**src/pis_pkg.sv**
```systemverilog
// Constants for the per-core private interrupt state registers
package pis_pkg;

  // ****************************************************
  // Register map within the second register frame
  // ****************************************************
  localparam int ADDR_W = 16;
  localparam logic [15:0] OFS_DISABLE_FORWARD = 16'h0180;
  localparam logic [15:0] OFS_DEACTIVATE = 16'h0380;
  localparam logic [15:0] OFS_SW_TRIGGER = 16'h0c00;
  localparam logic [15:0] OFS_PERIPH_TRIGGER = 16'h0c04;

  // ****************************************************
  // Field layout
  // ****************************************************
  localparam int NUM_IRQ = 32;
  localparam int NUM_SGI = 16;
  localparam int SGI_LSB = 0;
  localparam int PPI_LSB = 16;
  localparam int TRIG_FIELD_W = 2;
  localparam int TRIG_TYPE_BIT = 1;

  // ****************************************************
  // Reset values and timing
  // ****************************************************
  localparam logic [31:0] RST_ACTIVE = 32'h0000_0000;
  localparam logic [31:0] RST_FORWARD = 32'h0000_0000;
  localparam logic [15:0] RST_PPI_EDGE = 16'h0000;
  localparam logic [31:0] RST_RDATA = 32'h0000_0000;
  localparam int PROPAGATE_CYCLES = 2;
  localparam int PROP_CNT_W = 2;

endpackage : pis_pkg

```
**src/pis_regs.sv**
```systemverilog
// Per-core private interrupt active, forwarding and trigger registers
`timescale 1ns/10ps
module pis_regs #(
  parameter logic [15:0] PPI_PROGRAMMABLE = 16'hffff, // Writable fields
  parameter logic [15:0] PPI_FIXED_EDGE = 16'h0000 // Value of fixed fields
) (
  input wire logic clk, // System clock
  input wire logic rst_b, // Synchronous reset
  input wire logic req, // Register access strobe
  input wire logic wr, // 1 write, 0 read
  input wire logic [15:0] addr, // Byte offset in frame
  input wire logic [31:0] wdata, // Write data
  input wire logic nonsecure, // Access is non-secure
  output logic [31:0] rdata, // Read data
  output logic rvalid, // Read data valid pulse
  input wire logic security_disable, // Single security state
  input wire logic affinity_secure, // Affinity routing, secure
  input wire logic affinity_nonsecure, // Affinity routing, non-secure
  input wire logic [31:0] group_status, // 1 = non-secure group 1
  input wire logic [31:0] group_modifier, // 1 = secure group 1
  input wire logic [31:0] activate, // Interrupt taken, sets active
  input wire logic [31:0] enable_forward, // Set forwarding enable
  output logic [31:0] active, // Active state per interrupt
  output logic [31:0] forward_en, // Forwarding to CPU interface
  output logic [31:0] edge_trig, // 1 edge, 0 level
  output logic write_pending_status // Disables still propagating
);

  // ****************************************************
  // Access qualification
  // ****************************************************

  logic [31:0] access_ok;
  logic [31:0] trig_ok;
  logic wr_disable;
  logic wr_deact;
  logic wr_sw_trig;
  logic wr_pp_trig;
  logic [31:0] disable_hits;
  logic [31:0] deact_hits;
  logic [15:0] pp_trig_wr;
  logic [15:0] pp_trig_val;
  logic [31:0] next_rdata;
  logic [31:0] sw_trig_rd;
  logic [31:0] pp_trig_rd;
  localparam int PROP_CNT_W_L = pis_pkg::PROP_CNT_W;

  logic [15:0] ppi_edge;
  logic [PROP_CNT_W_L-1:0] prop_cnt;

  // Bit usable by this access: routing on for the
  // interrupt's security state, and secure interrupts
  // hidden from non-secure accesses unless security off.
  function automatic logic [31:0] usable(
    input logic [31:0] grp,
    input logic ds,
    input logic are_s,
    input logic are_ns,
    input logic ns
  );
    logic [31:0] m;
    m = '0;
    for (int i = 0; i < pis_pkg::NUM_IRQ; i++) begin
      if (ds || grp[i]) begin
        m[i] = are_ns;
      end else begin
        m[i] = are_s;
      end
      if (!ds && ns && !grp[i]) begin
        m[i] = 1'b0;
      end
    end
    return m;
  endfunction : usable

  // Group modifier is unused for masking: both secure
  // group 0 and secure group 1 read as secure here.
  assign access_ok = usable(group_status, security_disable,
    affinity_secure, affinity_nonsecure, nonsecure);

  // Trigger fields follow the same masking; the
  // modifier term cancels out and changes nothing.
  assign trig_ok = usable(group_status & ~group_modifier
    | group_status, security_disable, affinity_secure,
    affinity_nonsecure, nonsecure);

  // ****************************************************
  // Address decode
  // ****************************************************

  always_comb begin
    wr_disable = 1'b0;
    wr_deact = 1'b0;
    wr_sw_trig = 1'b0;
    wr_pp_trig = 1'b0;
    if (req && wr && addr == pis_pkg::OFS_DISABLE_FORWARD) begin
      wr_disable = 1'b1;
    end else if (req && wr && addr == pis_pkg::OFS_DEACTIVATE) begin
      wr_deact = 1'b1;
    end else if (req && wr && addr == pis_pkg::OFS_SW_TRIGGER) begin
      wr_sw_trig = 1'b1;
    end else if (req && wr && addr == pis_pkg::OFS_PERIPH_TRIGGER) begin
      wr_pp_trig = 1'b1;
    end
  end

  // Writes of 0 and masked bits never touch active or forward_en
  assign disable_hits = wr_disable ? (wdata & access_ok)
                                   : 32'h0000_0000;
  assign deact_hits = wr_deact ? (wdata & access_ok)
                               : 32'h0000_0000;

  // ****************************************************
  // Active state
  // ****************************************************

  // A new activation in the clearing cycle wins, so an
  // interrupt taken at that moment is never lost.
  always_ff @(posedge clk) begin
    if (!rst_b) begin
      active <= pis_pkg::RST_ACTIVE;
    end else begin
      active <= (active & ~deact_hits) | activate;
    end
  end

  // ****************************************************
  // Forwarding enable
  // ****************************************************

  always_ff @(posedge clk) begin
    if (!rst_b) begin
      forward_en <= pis_pkg::RST_FORWARD;
    end else begin
      forward_en <= (forward_en & ~disable_hits)
                    | enable_forward;
    end
  end

  // ****************************************************
  // Write pending status
  // ****************************************************

  // Propagation is modelled as a fixed delay; a new
  // disable write restarts it so the flag never drops
  // before the latest write has settled.
  always_ff @(posedge clk) begin
    if (!rst_b) begin
      prop_cnt <= '0;
    end else if (wr_disable) begin
      prop_cnt <= PROP_CNT_W_L'(pis_pkg::PROPAGATE_CYCLES);
    end else if (prop_cnt != '0) begin
      prop_cnt <= prop_cnt - PROP_CNT_W_L'(1);
    end
  end

  always_ff @(posedge clk) begin
    if (!rst_b) begin
      write_pending_status <= 1'b0;
    end else if (wr_disable) begin
      write_pending_status <= 1'b1;
    end else begin
      write_pending_status <= prop_cnt > PROP_CNT_W_L'(1);
    end
  end

  // ****************************************************
  // Trigger configuration
  // ****************************************************

  generate
    for (genvar x = 0; x < pis_pkg::NUM_SGI; x++) begin : g_pp
      // Fixed fields keep their built-in method
      assign pp_trig_wr[x] = wr_pp_trig && PPI_PROGRAMMABLE[x]
        && trig_ok[pis_pkg::PPI_LSB + x];
      assign pp_trig_val[x] =
        wdata[pis_pkg::TRIG_FIELD_W * x
              + pis_pkg::TRIG_TYPE_BIT];
    end
  endgenerate

  // Software must disable before changing a field;
  // no interlock here, the new value applies two cycles after the write.
  always_ff @(posedge clk) begin
    if (!rst_b) begin
      ppi_edge <= pis_pkg::RST_PPI_EDGE;
    end else begin
      ppi_edge <= (ppi_edge & ~pp_trig_wr)
                  | (pp_trig_val & pp_trig_wr);
    end
  end

  // Applied method: fixed fields use the built-in value once out of reset; reset loads level for all PPIs
  always_ff @(posedge clk) begin
    if (!rst_b) begin
      edge_trig <= {16'h0000, 16'hffff};
    end else begin
      edge_trig <= {(ppi_edge & PPI_PROGRAMMABLE)
                    | (PPI_FIXED_EDGE & ~PPI_PROGRAMMABLE),
                    16'hffff};
    end
  end

  // Writes to the software trigger register are
  // accepted and dropped: every bit is fixed.
  generate
    for (genvar x = 0; x < pis_pkg::NUM_SGI; x++) begin : g_rd
      assign sw_trig_rd[2*x] = 1'b0;
      assign sw_trig_rd[2*x+1] =
        trig_ok[pis_pkg::SGI_LSB + x];
      assign pp_trig_rd[2*x] = 1'b0;
      assign pp_trig_rd[2*x+1] =
        trig_ok[pis_pkg::PPI_LSB + x]
        && edge_trig[pis_pkg::PPI_LSB + x];
    end
  endgenerate

  // ****************************************************
  // Read path
  // ****************************************************

  always_comb begin
    next_rdata = pis_pkg::RST_RDATA;
    if (addr == pis_pkg::OFS_DISABLE_FORWARD) begin
      next_rdata = forward_en & access_ok;
    end else if (addr == pis_pkg::OFS_DEACTIVATE) begin
      next_rdata = active & access_ok;
    end else if (addr == pis_pkg::OFS_SW_TRIGGER) begin
      next_rdata = sw_trig_rd;
    end else if (addr == pis_pkg::OFS_PERIPH_TRIGGER) begin
      next_rdata = pp_trig_rd;
    end
  end

  // Unmapped offsets read zero; one answer per read
  always_ff @(posedge clk) begin
    if (!rst_b) begin
      rdata <= pis_pkg::RST_RDATA;
      rvalid <= 1'b0;
    end else begin
      rvalid <= req && !wr;
      if (req && !wr) begin
        rdata <= next_rdata;
      end
    end
  end

  // Instantiate once per core; nothing is shared
  // between copies.

endmodule : pis_regs

```
**config.mk**
```make
export PLATFORM = sky130hd
export DESIGN_NAME = pis_regs
export DESIGN_NICKNAME = d
export VERILOG_FILES = /design/src/pis_pkg.sv /design/src/pis_regs.sv
export SDC_FILE = /design/constraint.sdc
export NUM_CORES = 1
export LEC_CHECK = 0
export ABC_AREA = 1
export BUFFER_PORTS_ARGS = -buffer_cell sky130_fd_sc_hd__buf_2
export CAP_MARGIN = 20
export CELL_PAD_IN_SITES_DETAIL_PLACEMENT = 1
export CELL_PAD_IN_SITES_GLOBAL_PLACEMENT = 1
export CORE_UTILIZATION = 28
export DETAILED_ROUTE_END_ITERATION = 10
export PLACE_DENSITY = 0.8
export SLEW_MARGIN = 20
export SYNTH_ARGS = -nofsm -noshare
export SYNTH_HDL_FRONTEND = slang
export SYNTH_SLANG_ARGS = --single-unit
```
**constraint.sdc**
```tcl
create_clock -name clk -period 1.3 [get_ports clk]
set_input_delay 0.065 -clock clk [delete_from_list [all_inputs] [get_ports clk]]
set_output_delay 0.065 -clock clk [all_outputs]
set_load 0.02 [all_outputs]
```
# ---- Yosys cells after proc, flatten, opt, wreduce, memory -nomap -nowiden
# Index checks and enable logic that the tools add are counted.
dict set report totals {
  regBits 148
  inputBits 184
  out_inout_bits 130
  word_cells 413
}
dict set report op_classes {
  n_addsub 1
  magnitude_cmp 1
  n_eq_ne 4
  n_mux 144
  n_bitwise 17
  n_reduce_logical 236
}
# cell count
set ops {}
lappend ops {{AND 32 bit} 6}
lappend ops {{two-way mux 32 bit} 6}
lappend ops {{two-way mux 1 bit} 136}
lappend ops {{logical AND 1 bit} 103}
lappend ops {{inverter 32 bit} 3}
lappend ops {{OR 32 bit} 3}
lappend ops {{zero test 1 bit} 66}
lappend ops {{logical OR 1 bit} 64}
lappend ops {{AND 16 bit} 2}
lappend ops {{== test 16 x 12 -> 1 bit (second input constant)} 2}
lappend ops {{== test 16 x 10 -> 1 bit (second input constant)} 1}
lappend ops {{== test 16 x 9 -> 1 bit (second input constant)} 1}
lappend ops {{inverter 16 bit} 1}
lappend ops {{OR 16 bit} 1}
lappend ops {{two-way mux 2 bit} 2}
lappend ops {{nonzero test 2 bit} 2}
lappend ops {{> comparator 2 x 1 -> 1 bit (second input constant)} 1}
lappend ops {{OR reduction 2 bit} 1}
lappend ops {{subtractor 2 x 1 -> 2 bit (second input constant)} 1}
lappend ops {{inverter 1 bit} 1}

# ---- Depth between registers and ports, before layout
# Gate-level depths: netlist (run 1).
dict set report logic_depth {
  depth_word 11
  depth_mapped 11
}

# ---- Worst setup path after synthesis (run 1)
# No wires, ideal clock.
dict set report synth_timing {
  path_kind {input port to flip-flop}
  start {in addr[13]}
  end {reg (tool-made name)}
  arrival_time_ps 1064
  required_time_ps 1185
  setup_slack_ps 121
  path_stages 9
  path_buffers 1
  path_cell_list {nor2_1 nand2_2 nor2_4 nand2_2 nor2_2 buf_2 nand3_1 nand2_1 nor2_1}
}
# item line_no
set synth_lines {}
lappend synth_lines {{start, declared} pis_regs.sv:11} ;# input wire logic [15:0] addr,

# ---- Final worst setup path (run 1)
dict set report layout_timing {
  start {reg forward_en[15]}
  end {out forward_en[15]}
}
# item line_no
set layout_lines {}
lappend layout_lines {{start, declared} pis_regs.sv:24} ;# output logic [31:0] forward_en,
lappend layout_lines {{start signal, assigned} pis_regs.sv:133} ;# forward_en <= pis_pkg::RST_FORWARD;
lappend layout_lines {{start signal, assigned} pis_regs.sv:135} ;# forward_en <= (forward_en & ~disable_hits)
# No word-level cell between the ends.

==> results.md, run 1 <==
- Ys Warns: 0
- Critical path's largest stage delay: 0.40 ns
- # port buffers: 265
- Slew Viols, Final: 0
- Area Growth Syn to Fin: 48.8%
- #FFs+latches synth: approximately 130
- Worst Skew: 0.00815 ns
- XOR/XNOR Fraction of Synth Area: 0%
- Synth top area cells: dfxtp_1 (38%), nor2_1 (14%), nand2_1 (12%)
- Total of max-cap violations: 0
- Worst skew pair latency: 0.42 ns
- Highest routed layer: met5
- Io pins: 314
- Worst path buffer plus inverter count: 1
- Die area: 25200 um2
- DR vias: 8446
- CTS sink cnt: 132
- Most common cell after layout, fill and taps aside: buf_2
- Drt pass-1 iters: 5
- Peak VDD IR: 0.000498 V
- Row count: 57
- Initial antenna violation count: 10
- Delay-heaviest family, CP: flip-flops
- Maximum number of pins on one net before global-route repair: 45
- Non-Filler Instances: ~1.8k
- CTS root buffer: clkbuf_16
- CTS tree: done
- Vias/cell: between 4 and 5
- Hold path startpoint: wdata[17]
- Top cell type's share of synthesized area: 38.4%
- # setup viols final: 0
- Reg2Reg Depth: 6
- Arr. time, crit path: between 1 and 1.5 ns
- Post-layout nets: 1654
- Routed wl met3: 1.76 mm
- Post-synthesis cell type count: 28
- CP Cell Sequence: buf_2
- Critical Path Fanout Max: 3
- Adder-cell area share of the yosys netlist: 0%
- Routed Antenna Nets: 0
- Top cell type by total area after synthesis: dfxtp_1
- First-pass GRT wire length: between 40 and 50 mm
- Initial Util: 28.4%
- Hold Crit Class: in -> reg
- Crit. End Element: output port
- RR Endpoint: rdata[5]
- DRT Wirelength: 30.8 mm
- Die span in x: between 150 and 200 um
- DRC: 0
- Final period utilization: between 80% and 90%
- Placed cell areas: ~9000 um2
- Sequential area share after synthesis: 38.4%
- GR Util All Layers: 24.6%
- Final Instance Area: 10200 um2
- M1 WL: 12.4 mm
- Peak Freq: 0.900 GHz
- FF-to-FF setup slack: between 0.2 and 0.3 ns
- Most frequent cells in the layout: buf_2 (265), nor2_1 (253), nand2_1 (223)
- Post-Syn Instances: 1104
- TNS Setup: 0 ns
- Power, Total: 11.3 mW
- Mux share of post-synthesis cell area: 0%
- Status: finished clean
- Largest family of logic cells by synthesized area: simple AND/OR/NAND/NOR gates
- Avg WL per Cell: 17.0 um
- Clock Path Buffers: 2
- Post-CTS setup buffers: 0
- Die Y: 159 um
- Initial DRC Count: 432
- Synth Area per Inst: just over 6 um2
- Dpl ws: -0.291 ns
- Hold path depth: 5
- Total congestion overflow: 0
- Met2 WL: 15.5 mm
- Final core utilization: 42.3%
- Total CTS buffers: 17
- Fillers: 3225
- Final min period: between 1 and 1.5 ns
- Fraction of layout cells with a size suffix above 1: 27.1%
- Fin worst setup slack: 0.189 ns
- Startpoint Class: flip-flop
- Leakage Power: 5.22 nW
- Vias in the first global route: 8955
- Unrepaired setup endpoints after global routing: false
- Post-Synthesis Cell Area: 6890 um2
- Post-DP HPWL: 22.8 mm
- Crit Path Class: reg -> out
- Compound-Gate Fraction of Synth Area: 11.4%
- Placed Cells: 1706
- Cell at the slowest stage of the critical path: dfxtp_1
- Core area: 24200 um2
- PD cells: 1100 nW/um2
- CTS clk-pin slew, worst paths: 0.06 ns
- Final-report hold violation count: 0
- Critical Path RT: 1.24 ns
- Simple-gate share of the synthesized area: 37.0%
- H-tree depth: 4
- GP Congestion: 0.838
- R2r startpoint: edge_trig[18]
- Worst hold slack: 0.0159 ns
==> cells by family after synthesis <==
group | Yosys count
simple gates | 609
compound gates | 154
other cells | 1
flops | 132
buf+inv | 208
==> worst max path at each step <==
stage | start | to | slack [ns] | depth (start not counted)
floorplan | addr[13] | flip-flop | 0.12 | 9
finish | forward_en[15] | forward_en[15] | 0.19 | 1
CTS | security_disable | rdata[29] | 0.12 | 9
global placement | security_disable | rdata[29] | -0.26 | 9
detailed placement | security_disable | rdata[9] | -0.29 | 9
global route | security_disable | active[31] | 0.06 | 8
==> timing repair <==
| item | 4_1_cts | 5_1_grt |
|---|---|---|
| hold endpoints to repair | 69 | 0 |
| gates resized for setup | 0 | 2 |
| hold buffers | 69 | 0 |
| endpoints found under the setup margin | 0 | 2 |
==> report_power, final <==
part           switching, mW  internal, mW  total (mW)
clock                   2.00          2.98        4.97
combinational           1.16         0.761        1.92
sequential             0.152          4.24        4.39
total                   3.31          7.97        11.3
==> cells in the mapped netlist <==
library cell  count
nand2_2           3
o21ai_2           2
clkinv_1          1
and2_1            1
nor2_1          254
inv_1           134
buf_1             2
or2_2             4
conb_1            1
a21oi_2           1
nor3_1            1
buf_4            26
nor2_2           13
nand2_1         223
dfxtp_1         132
o21ai_1           3
nand4_1           4
nor2_4            5
nor2_8            1
clkbuf_1         23
nand2_4           2
a21oi_1          97
o21ai_0          51
buf_6             2
nand3_2           1
buf_2            15
nand3_1          97
inv_2             5
==> worst reg2reg max path: stages (launching register included) <==
cell     delay (ns)
dfxtp_1        0.33
inv_1          0.04
nor2_1         0.20
nand3_1        0.13
nand3_1        0.11
nand2_1        0.06
a21oi_1        0.11
==> final cells by class <==
class | instances | area, um2 | area share (%)
Timing Repair Buffer | 400 | 2660 | 26.0
Tap cell | 324 | 405 | 3.96
Clock buffer | 20 | 467 | 4.55
Clock inverter | 12 | 129 | 1.26
Sequential cell | 132 | 2640 | 25.8
Inverter | 140 | 526 | 5.13
Multi-Input combinational cell | 779 | 3400 | 33.1
Antenna cell | 8 | 20.0 | 0.195
==> layer usage <==
| metal | vias up | GRT usage, % |
|---|---|---|
| met3 | 57 | 6.11 |
| met5 | - | 0 |
| met2 | 268 | 43.7 |
| li1 | 4117 | - |
| met1 | 4000 | 27.3 |
| met4 | 4 | 11.4 |
Power figures use the tool's default switching activity.
==> inputs of run 2 (changes only) <==
- PLACE_DENSITY: 0.8 -> default
- PLACE_DENSITY_LB_ADDON: default -> 0.1
==> run 2 against run 1 <==
Sequential share of layout area increased by 0.072 points; largest power group unchanged; combinational power decreased by 2%; first-iteration DRC count decreased by 22%.
==> results.md, run 2 (synthesis results as in run 1) <==
- GP Congestion: 0.811 (-3.2%)
- Worst Skew: 0.0102 ns (+0.00203 ns)
- CTS clk-pin slew, worst paths: 0.07 ns (about the same)
- Maximum number of pins on one net before global-route repair: 44 (-2.2%)
- CTS tree: done
- Vias in the first global route: 8497 (-5.1%)
- Initial antenna violation count: 4 (-6)
- Die area: 25200 um2 (unchanged)
- Die Y: 159 um (unchanged)
- Hold Crit Class: in -> reg
- Drt pass-1 iters: 5 (unchanged)
- Sequential share of power: 37.6% (-1.3 points)
- Fraction of layout cells with a size suffix above 1: 26.8% (-0.33 points)
- Initial Util: 28.4% (unchanged)
- Io pins: 314 (unchanged)
- Slew Viols, Final: 0 (unchanged)
- Placed cell areas: 8890 um2 (-0.53%)
- Clock Path Buffers: 2 (unchanged)
- Vias/cell: 4.54 (-2.4%)
- Avg WL per Cell: 16.8 um (-0.76%)
- Critical Path RT: 1.24 ns (about the same)
- Routed Antenna Nets: 0 (unchanged)
- Psw: 3.30 mW (-0.31%)
- Most common cell after layout, fill and taps aside: buf_2
- Final min period: 1.12 ns (+0.00705 ns)
- Final core utilization: 42.1% (-0.12 points)
- Worst skew pair latency: 0.43 ns (about the same)
- DR vias: 8198 (-2.9%)
- Reg2Reg Depth: 7 (+1)
- Crit Path Class: reg -> out
- Final Instance Area: 10200 um2 (-0.28%)
- # setup viols final: 0 (unchanged)
- Unrepaired setup endpoints after global routing: false
- Status: finished clean
- Initial DRC Count: 337 (-22%)
- TNS Setup: 0 ns (unchanged)
- CP Cell Sequence: buf_2
- H-tree depth: 4 (unchanged)
- Gate power share: 16.0% (-1.1 points)
- CTS sink cnt: 132 (unchanged)
- Delay-heaviest family, CP: flip-flops
- Area Growth Syn to Fin: 48.4%
- Worst path buffer plus inverter count: 1 (unchanged)
- Peak Freq: 0.894 GHz (-0.63%)
- Levels on crit path: 1 (unchanged)
- # port buffers: 265 (unchanged)
- Internal cell power: 8.39 mW (+5.3%)
- Post-layout nets: 1650 (-0.24%)
- Worst hold slack: 0.00963 ns (-0.00631 ns)
- Post-DP HPWL: 22.9 mm (+0.76%)
- Post-CTS setup buffers: 0 (unchanged)
- GR Util All Layers: 24.4% (-0.17 points)
- Critical path's largest stage delay: 0.42 ns (+0.02 ns)
- Peak VDD IR: 0.000737 V (+48%)
- Total congestion overflow: 0 (unchanged)
- Cell at the slowest stage of the critical path: dfxtp_1
- Switching Share: 28.2% (-1.1 points)
- Final-report hold violation count: 0 (unchanged)
- Total CTS buffers: 17 (unchanged)
- Clk network pwr share: 46.4% (+2.3 points)
- Die span in x: 159 um (unchanged)
- Relative slew slack: ~66%
- Final period utilization: 86.0% (+0.54 points)
- Multi-input combinational cell area: 3400 um2 (unchanged)
- Core area: 24200 um2 (unchanged)
- CTS root buffer: clkbuf_16
- DRT Wirelength: 30.4 mm (-1.3%)
- Most frequent cells in the layout: buf_2 (265), nor2_1 (253), nand2_1 (223)
- PD cells: 1140 nW/um2 (+3.9%)
- FF/Latch Area: 2640 um2 (unchanged)
- First-pass GRT wire length: 47.3 mm (-1.5%)
- Critical Path Fanout Max: 3 (unchanged)
- Hold path depth: 5 (unchanged)
- Row count: 57 (unchanged)
- Crit. End Element: output port
- DRC: 0 (unchanged)
- Total of max-cap violations: 0 (unchanged)
- Slew @ Worst Pin: between 0.5 and 0.6 ns
- Startpoint Class: flip-flop
- Fin worst setup slack: 0.182 ns (-0.00705 ns)
- Leakage Power: 5.22 nW (about the same)
- Dpl ws: -0.277 ns (+0.0136 ns)
- Arr. time, crit path: 1.05 ns (about the same)
- Fillers: 3258 (+1.0%)
-- run 2: cell count changes in the layout (fill, tap and decap cells not counted) --
cell	change
buf_12	-2
clkinvlp_4	-2
dlygate4sd3_1	-1
o21ai_0	+2
diode_2	-6
clkinv_2	-2
bufinv_16	+3
clkbuf_1	+3
clkbuf_8	-3
buf_4	-1
o21ai_1	-2
inv_6	+1
-- run 2: power groups by stage --
| stage | sequential, mW | combinational, mW | clock, mW |
|---|---|---|---|
| floorplan | 4.67 | 0.737 | 0 |
| global placement | 4.49 | 1.70 | 0 |
| detailed placement | 4.49 | 1.72 | 0 |
| CTS | 4.40 | 1.89 | 5.52 |
| global route | 4.42 | 2.07 | 5.68 |
| finish | 4.40 | 1.88 | 5.42 |
-- run 2: timing repair --
item | 4_1_cts | 5_1_grt
endpoints found under the setup margin | 0 | 0
endpoints found under the hold margin | 68 | 0
hold buffers | 68 | 0
resized for setup | 0 | 0
-- run 2: per-stage QoR --
stage | instances | total power, mW
4_1_cts | 1803 | 11.8
2_1_floorplan | 1119 | 5.41
6_report | 1805 | 11.7
3_3_place_gp | 1703 | 6.19
5_1_grt | 1804 | 12.2
3_5_place_dp | 1703 | 6.20
-- run 2: metal layers --
metal,vias up,share of wire (%),track usage (%)
met5,-,0.089,0
met4,4,0.92,4.59
met3,17,6.7,5.96
met2,213,51,44.1
met1,3842,42,29.1
li1,4122,-,-
-- run 2: path summary, 6_finish.rpt --
check / startpoint / slack (ns) / end
hold reg to reg: flip-flop / 0.42 / edge_trig[23]
setup / recovery: forward_en[8] / 0.18 / forward_en[8]
setup reg to reg: edge_trig[18] / 0.24 / rdata[5]
hold / removal: wdata[25] / 0.01 / flip-flop
-- run 2: area by class of cell --
class | instances | area share [%]
sequential | 132 | 25.9
clock inverter | 12 | 1.98
antenna | 2 | 0.0490
multi-input combinational | 779 | 33.2
inverter | 140 | 5.14
tap | 324 | 3.97
clock buffer | 20 | 4.27
timing repair buffer | 396 | 25.5
==> inputs of run 3 (changes only) <==
- CORE_UTILIZATION: 28 -> 31
- SLEW_MARGIN: 20 -> 10
- clock period: 1.3 -> 1.14 ns (I/O delays scaled with it)
==> run 3 against run 2 <==
The run now ends with hold timing left; first-iteration DRC count down 9.5%; hold slack worse by 0.010 ns; via count up 2.5%; register-to-register slack worse by 0.10 ns; utilization up 6.5 points; clock power up 11%; design area up 3.8%; critical path type is now in -> reg; clock-buffer cell count down 3; non-clock buffer count up 22; global-route usage up 1.6 points; combinational power up 18%; cell count down 1.2%.
==> results.md, run 3 (synthesis results as in run 1) <==
- Drt pass-1 iters: 4 (-1)
- Slew Viols, Final: 0 (unchanged)
- Peak Freq: ~0.90 GHz
- GP Congestion: 0.839 (+3.5%)
- Worst skew pair latency: 0.43 ns (about the same)
- Status: finished with violations
- CTS root buffer: clkbuf_16
- Initial antenna violation count: 3 (-1)
- Critical Path RT: 1.46 ns (+0.22 ns)
- Total of max-cap violations: 0 (unchanged)
- Vias/cell: 4.71 (+3.8%)
- Gate power share: 16.8% (+0.8 points)
- Area Growth Syn to Fin: 54.1%
- Die Y: 151 um (-4.9%)
- Post-layout nets: 1672 (+1.3%)
- Internal cell power: 9.42 mW (+12%)
- Clk network pwr share: 45.3% (-1.1 points)
- Hold Crit Class: in -> reg
- Initial Util: 31.6% (+3.2 points)
- CTS sink cnt: 132 (unchanged)
- CTS tree: done
- Final min period: 1.11 ns
- Startpoint Class: primary input
- Maximum number of pins on one net before global-route repair: 50 (+14%)
- Critical path's largest stage delay: 0.29 ns (-0.13 ns)
- DRC: 0 (unchanged)
- Routed Antenna Nets: 0 (unchanged)
- Failing checks: hold timing
- PD cells: 1250 nW/um2 (+8.9%)
- Crit. End Element: flip-flop
- Total congestion overflow: 0 (unchanged)
- Most used cell, CP: nor2_4
- Arr. time, crit path: 1.43 ns (+0.38 ns)
- TNS Setup: 0 ns (unchanged)
- Critical Path Fanout Max: 8 (+5)
- Final-report hold violation count: 1 (+1)
- Clock Path Buffers: 2 (unchanged)
- DR vias: 8406 (+2.5%)
- Total CTS buffers: 17 (unchanged)
- Worst hold slack: -0.000346 ns (-0.00997 ns)
- Die span in x: 151 um (-4.9%)
- H-tree depth: 4 (unchanged)
- Placed cell areas: 8960 um2 (+0.70%)
- Peak VDD IR: 0.000873 V (+18%)
- Core area: 21800 um2 (-10%)
- Final period utilization: between 90% and 100%
- Fillers: 2943 (-9.7%)
- Row count: 54 (-5.3%)
- GR Util All Layers: 26.0% (+1.6 points)
- Crit Path Class: in -> reg
- # port buffers: 265 (unchanged)
- Most frequent cells in the layout: buf_2 (265), nor2_1 (247), nand2_1 (219)
- Sequential share of power: 37.9% (+0.3 points)
- Io pins: 314 (unchanged)
- CP Cell Sequence: buf_2, nor2_4, buf_4, nand2_2, nor2_4, nand2_2, nor2_4, clkbuf_16, nand3_1, nand2_1, nor2_1
- First-pass GRT wire length: 44.5 mm (-5.8%)
- Cell at the slowest stage of the critical path: nor2_4
- Fraction of layout cells with a size suffix above 1: 29.1% (+2.3 points)
- Die area: 22800 um2 (-9.6%)
- Most common cell after layout, fill and taps aside: buf_2
- Switching Share: 28.8% (+0.59 points)
- Initial DRC Count: 305 (-9.5%)
- Reg2Reg Depth: 6 (-1)
- CTS clk-pin slew, worst paths: 0.06 ns (about the same)
- Vias in the first global route: 8298 (-2.3%)
- Power, Total: 13.2 mW (+13%)
- Hold path depth: 5 (unchanged)
- Avg WL per Cell: 17.3 um (+3.0%)
- # setup viols final: 0 (unchanged)
- Worst Skew: 0.00649 ns (-0.00369 ns)
- Final Instance Area: 10600 um2 (+3.8%)
- Leakage Power: 5.39 nW (+3.2%)
- Post-DP HPWL: 21.7 mm (-5.2%)
- Psw: 3.81 mW (+15%)
- DRT Wirelength: 30.9 mm (+1.7%)
[run 3: stage by stage]
step | utilization (%) | std cells | hold slack [ns] | setup WS [ns]
floorplan | - | 1119 | 0.174 | -0.00976
global placement | 41.0 | 1663 | 0.262 | -0.442
detailed placement | 41.0 | 1663 | 0.269 | -0.457
CTS | 47.2 | 1766 | 0.00284 | 0.0321
global route | 48.6 | 1782 | 0.0287 | -0.0364
finish | 48.6 | 1783 | -0.000346 | 0.0267
[run 3: what timing repair did]
| action | CTS | global route |
|---|---|---|
| gates cloned | 0 | 6 |
| setup buffers | 0 | 9 |
| resized for setup | 2 | 25 |
| setup endpoints to repair | 2 | 30 |
| endpoints found under the hold margin | 71 | 0 |
| hold buffers | 71 | 0 |
| pin swaps | 0 | 11 |
[run 3: worst max-delay path, delay by kind of cell]
kind	cells	cell delay [ns]
simple gates	8	0.89
buf+inv	3	0.47
[run 3: power by group through the flow]
stage               Clock [mW]  Combinational [mW]  Sequential (mW)
floorplan                    0               0.841             5.33
global placement             0                1.96             5.11
detailed placement           0                1.99             5.11
CTS                       6.09                2.19             5.01
global route              6.30                2.44             5.03
finish                    6.00                2.22             5.01
[run 3: worst paths after layout]
| path | from | to | slack, ns |
|---|---|---|---|
| setup / recovery | addr[5] | flip-flop | 0.03 |
| hold / removal | wdata[9] | flip-flop | -0.0003 |
| setup reg to reg | edge_trig[26] | rdata[21] | 0.14 |
| hold reg to reg | flip-flop | edge_trig[25] | 0.43 |
[run 3: layout make-up]
type / count / area, um2 / share of cell area, %
antenna: 2 / 5.00 / 0.0472
clock buffer: 17 / 425 / 4.01
clock inverter: 15 / 203 / 1.91
inverter: 140 / 526 / 4.95
multi-input combinational: 779 / 3480 / 32.8
sequential: 132 / 2640 / 24.9
tap: 280 / 350 / 3.30
timing repair buffer: 418 / 2980 / 28.0
[run 3: routing by layer]
| layer | track usage (%) | share of wire, % | vias up |
|---|---|---|---|
| met5 | 0 | 0.029 | - |
| li1 | - | - | 4160 |
| met3 | 6.51 | 6.8 | 49 |
| met2 | 45.6 | 49 | 248 |
| met4 | 8.20 | 2.4 | 2 |
| met1 | 30.9 | 42 | 3947 |
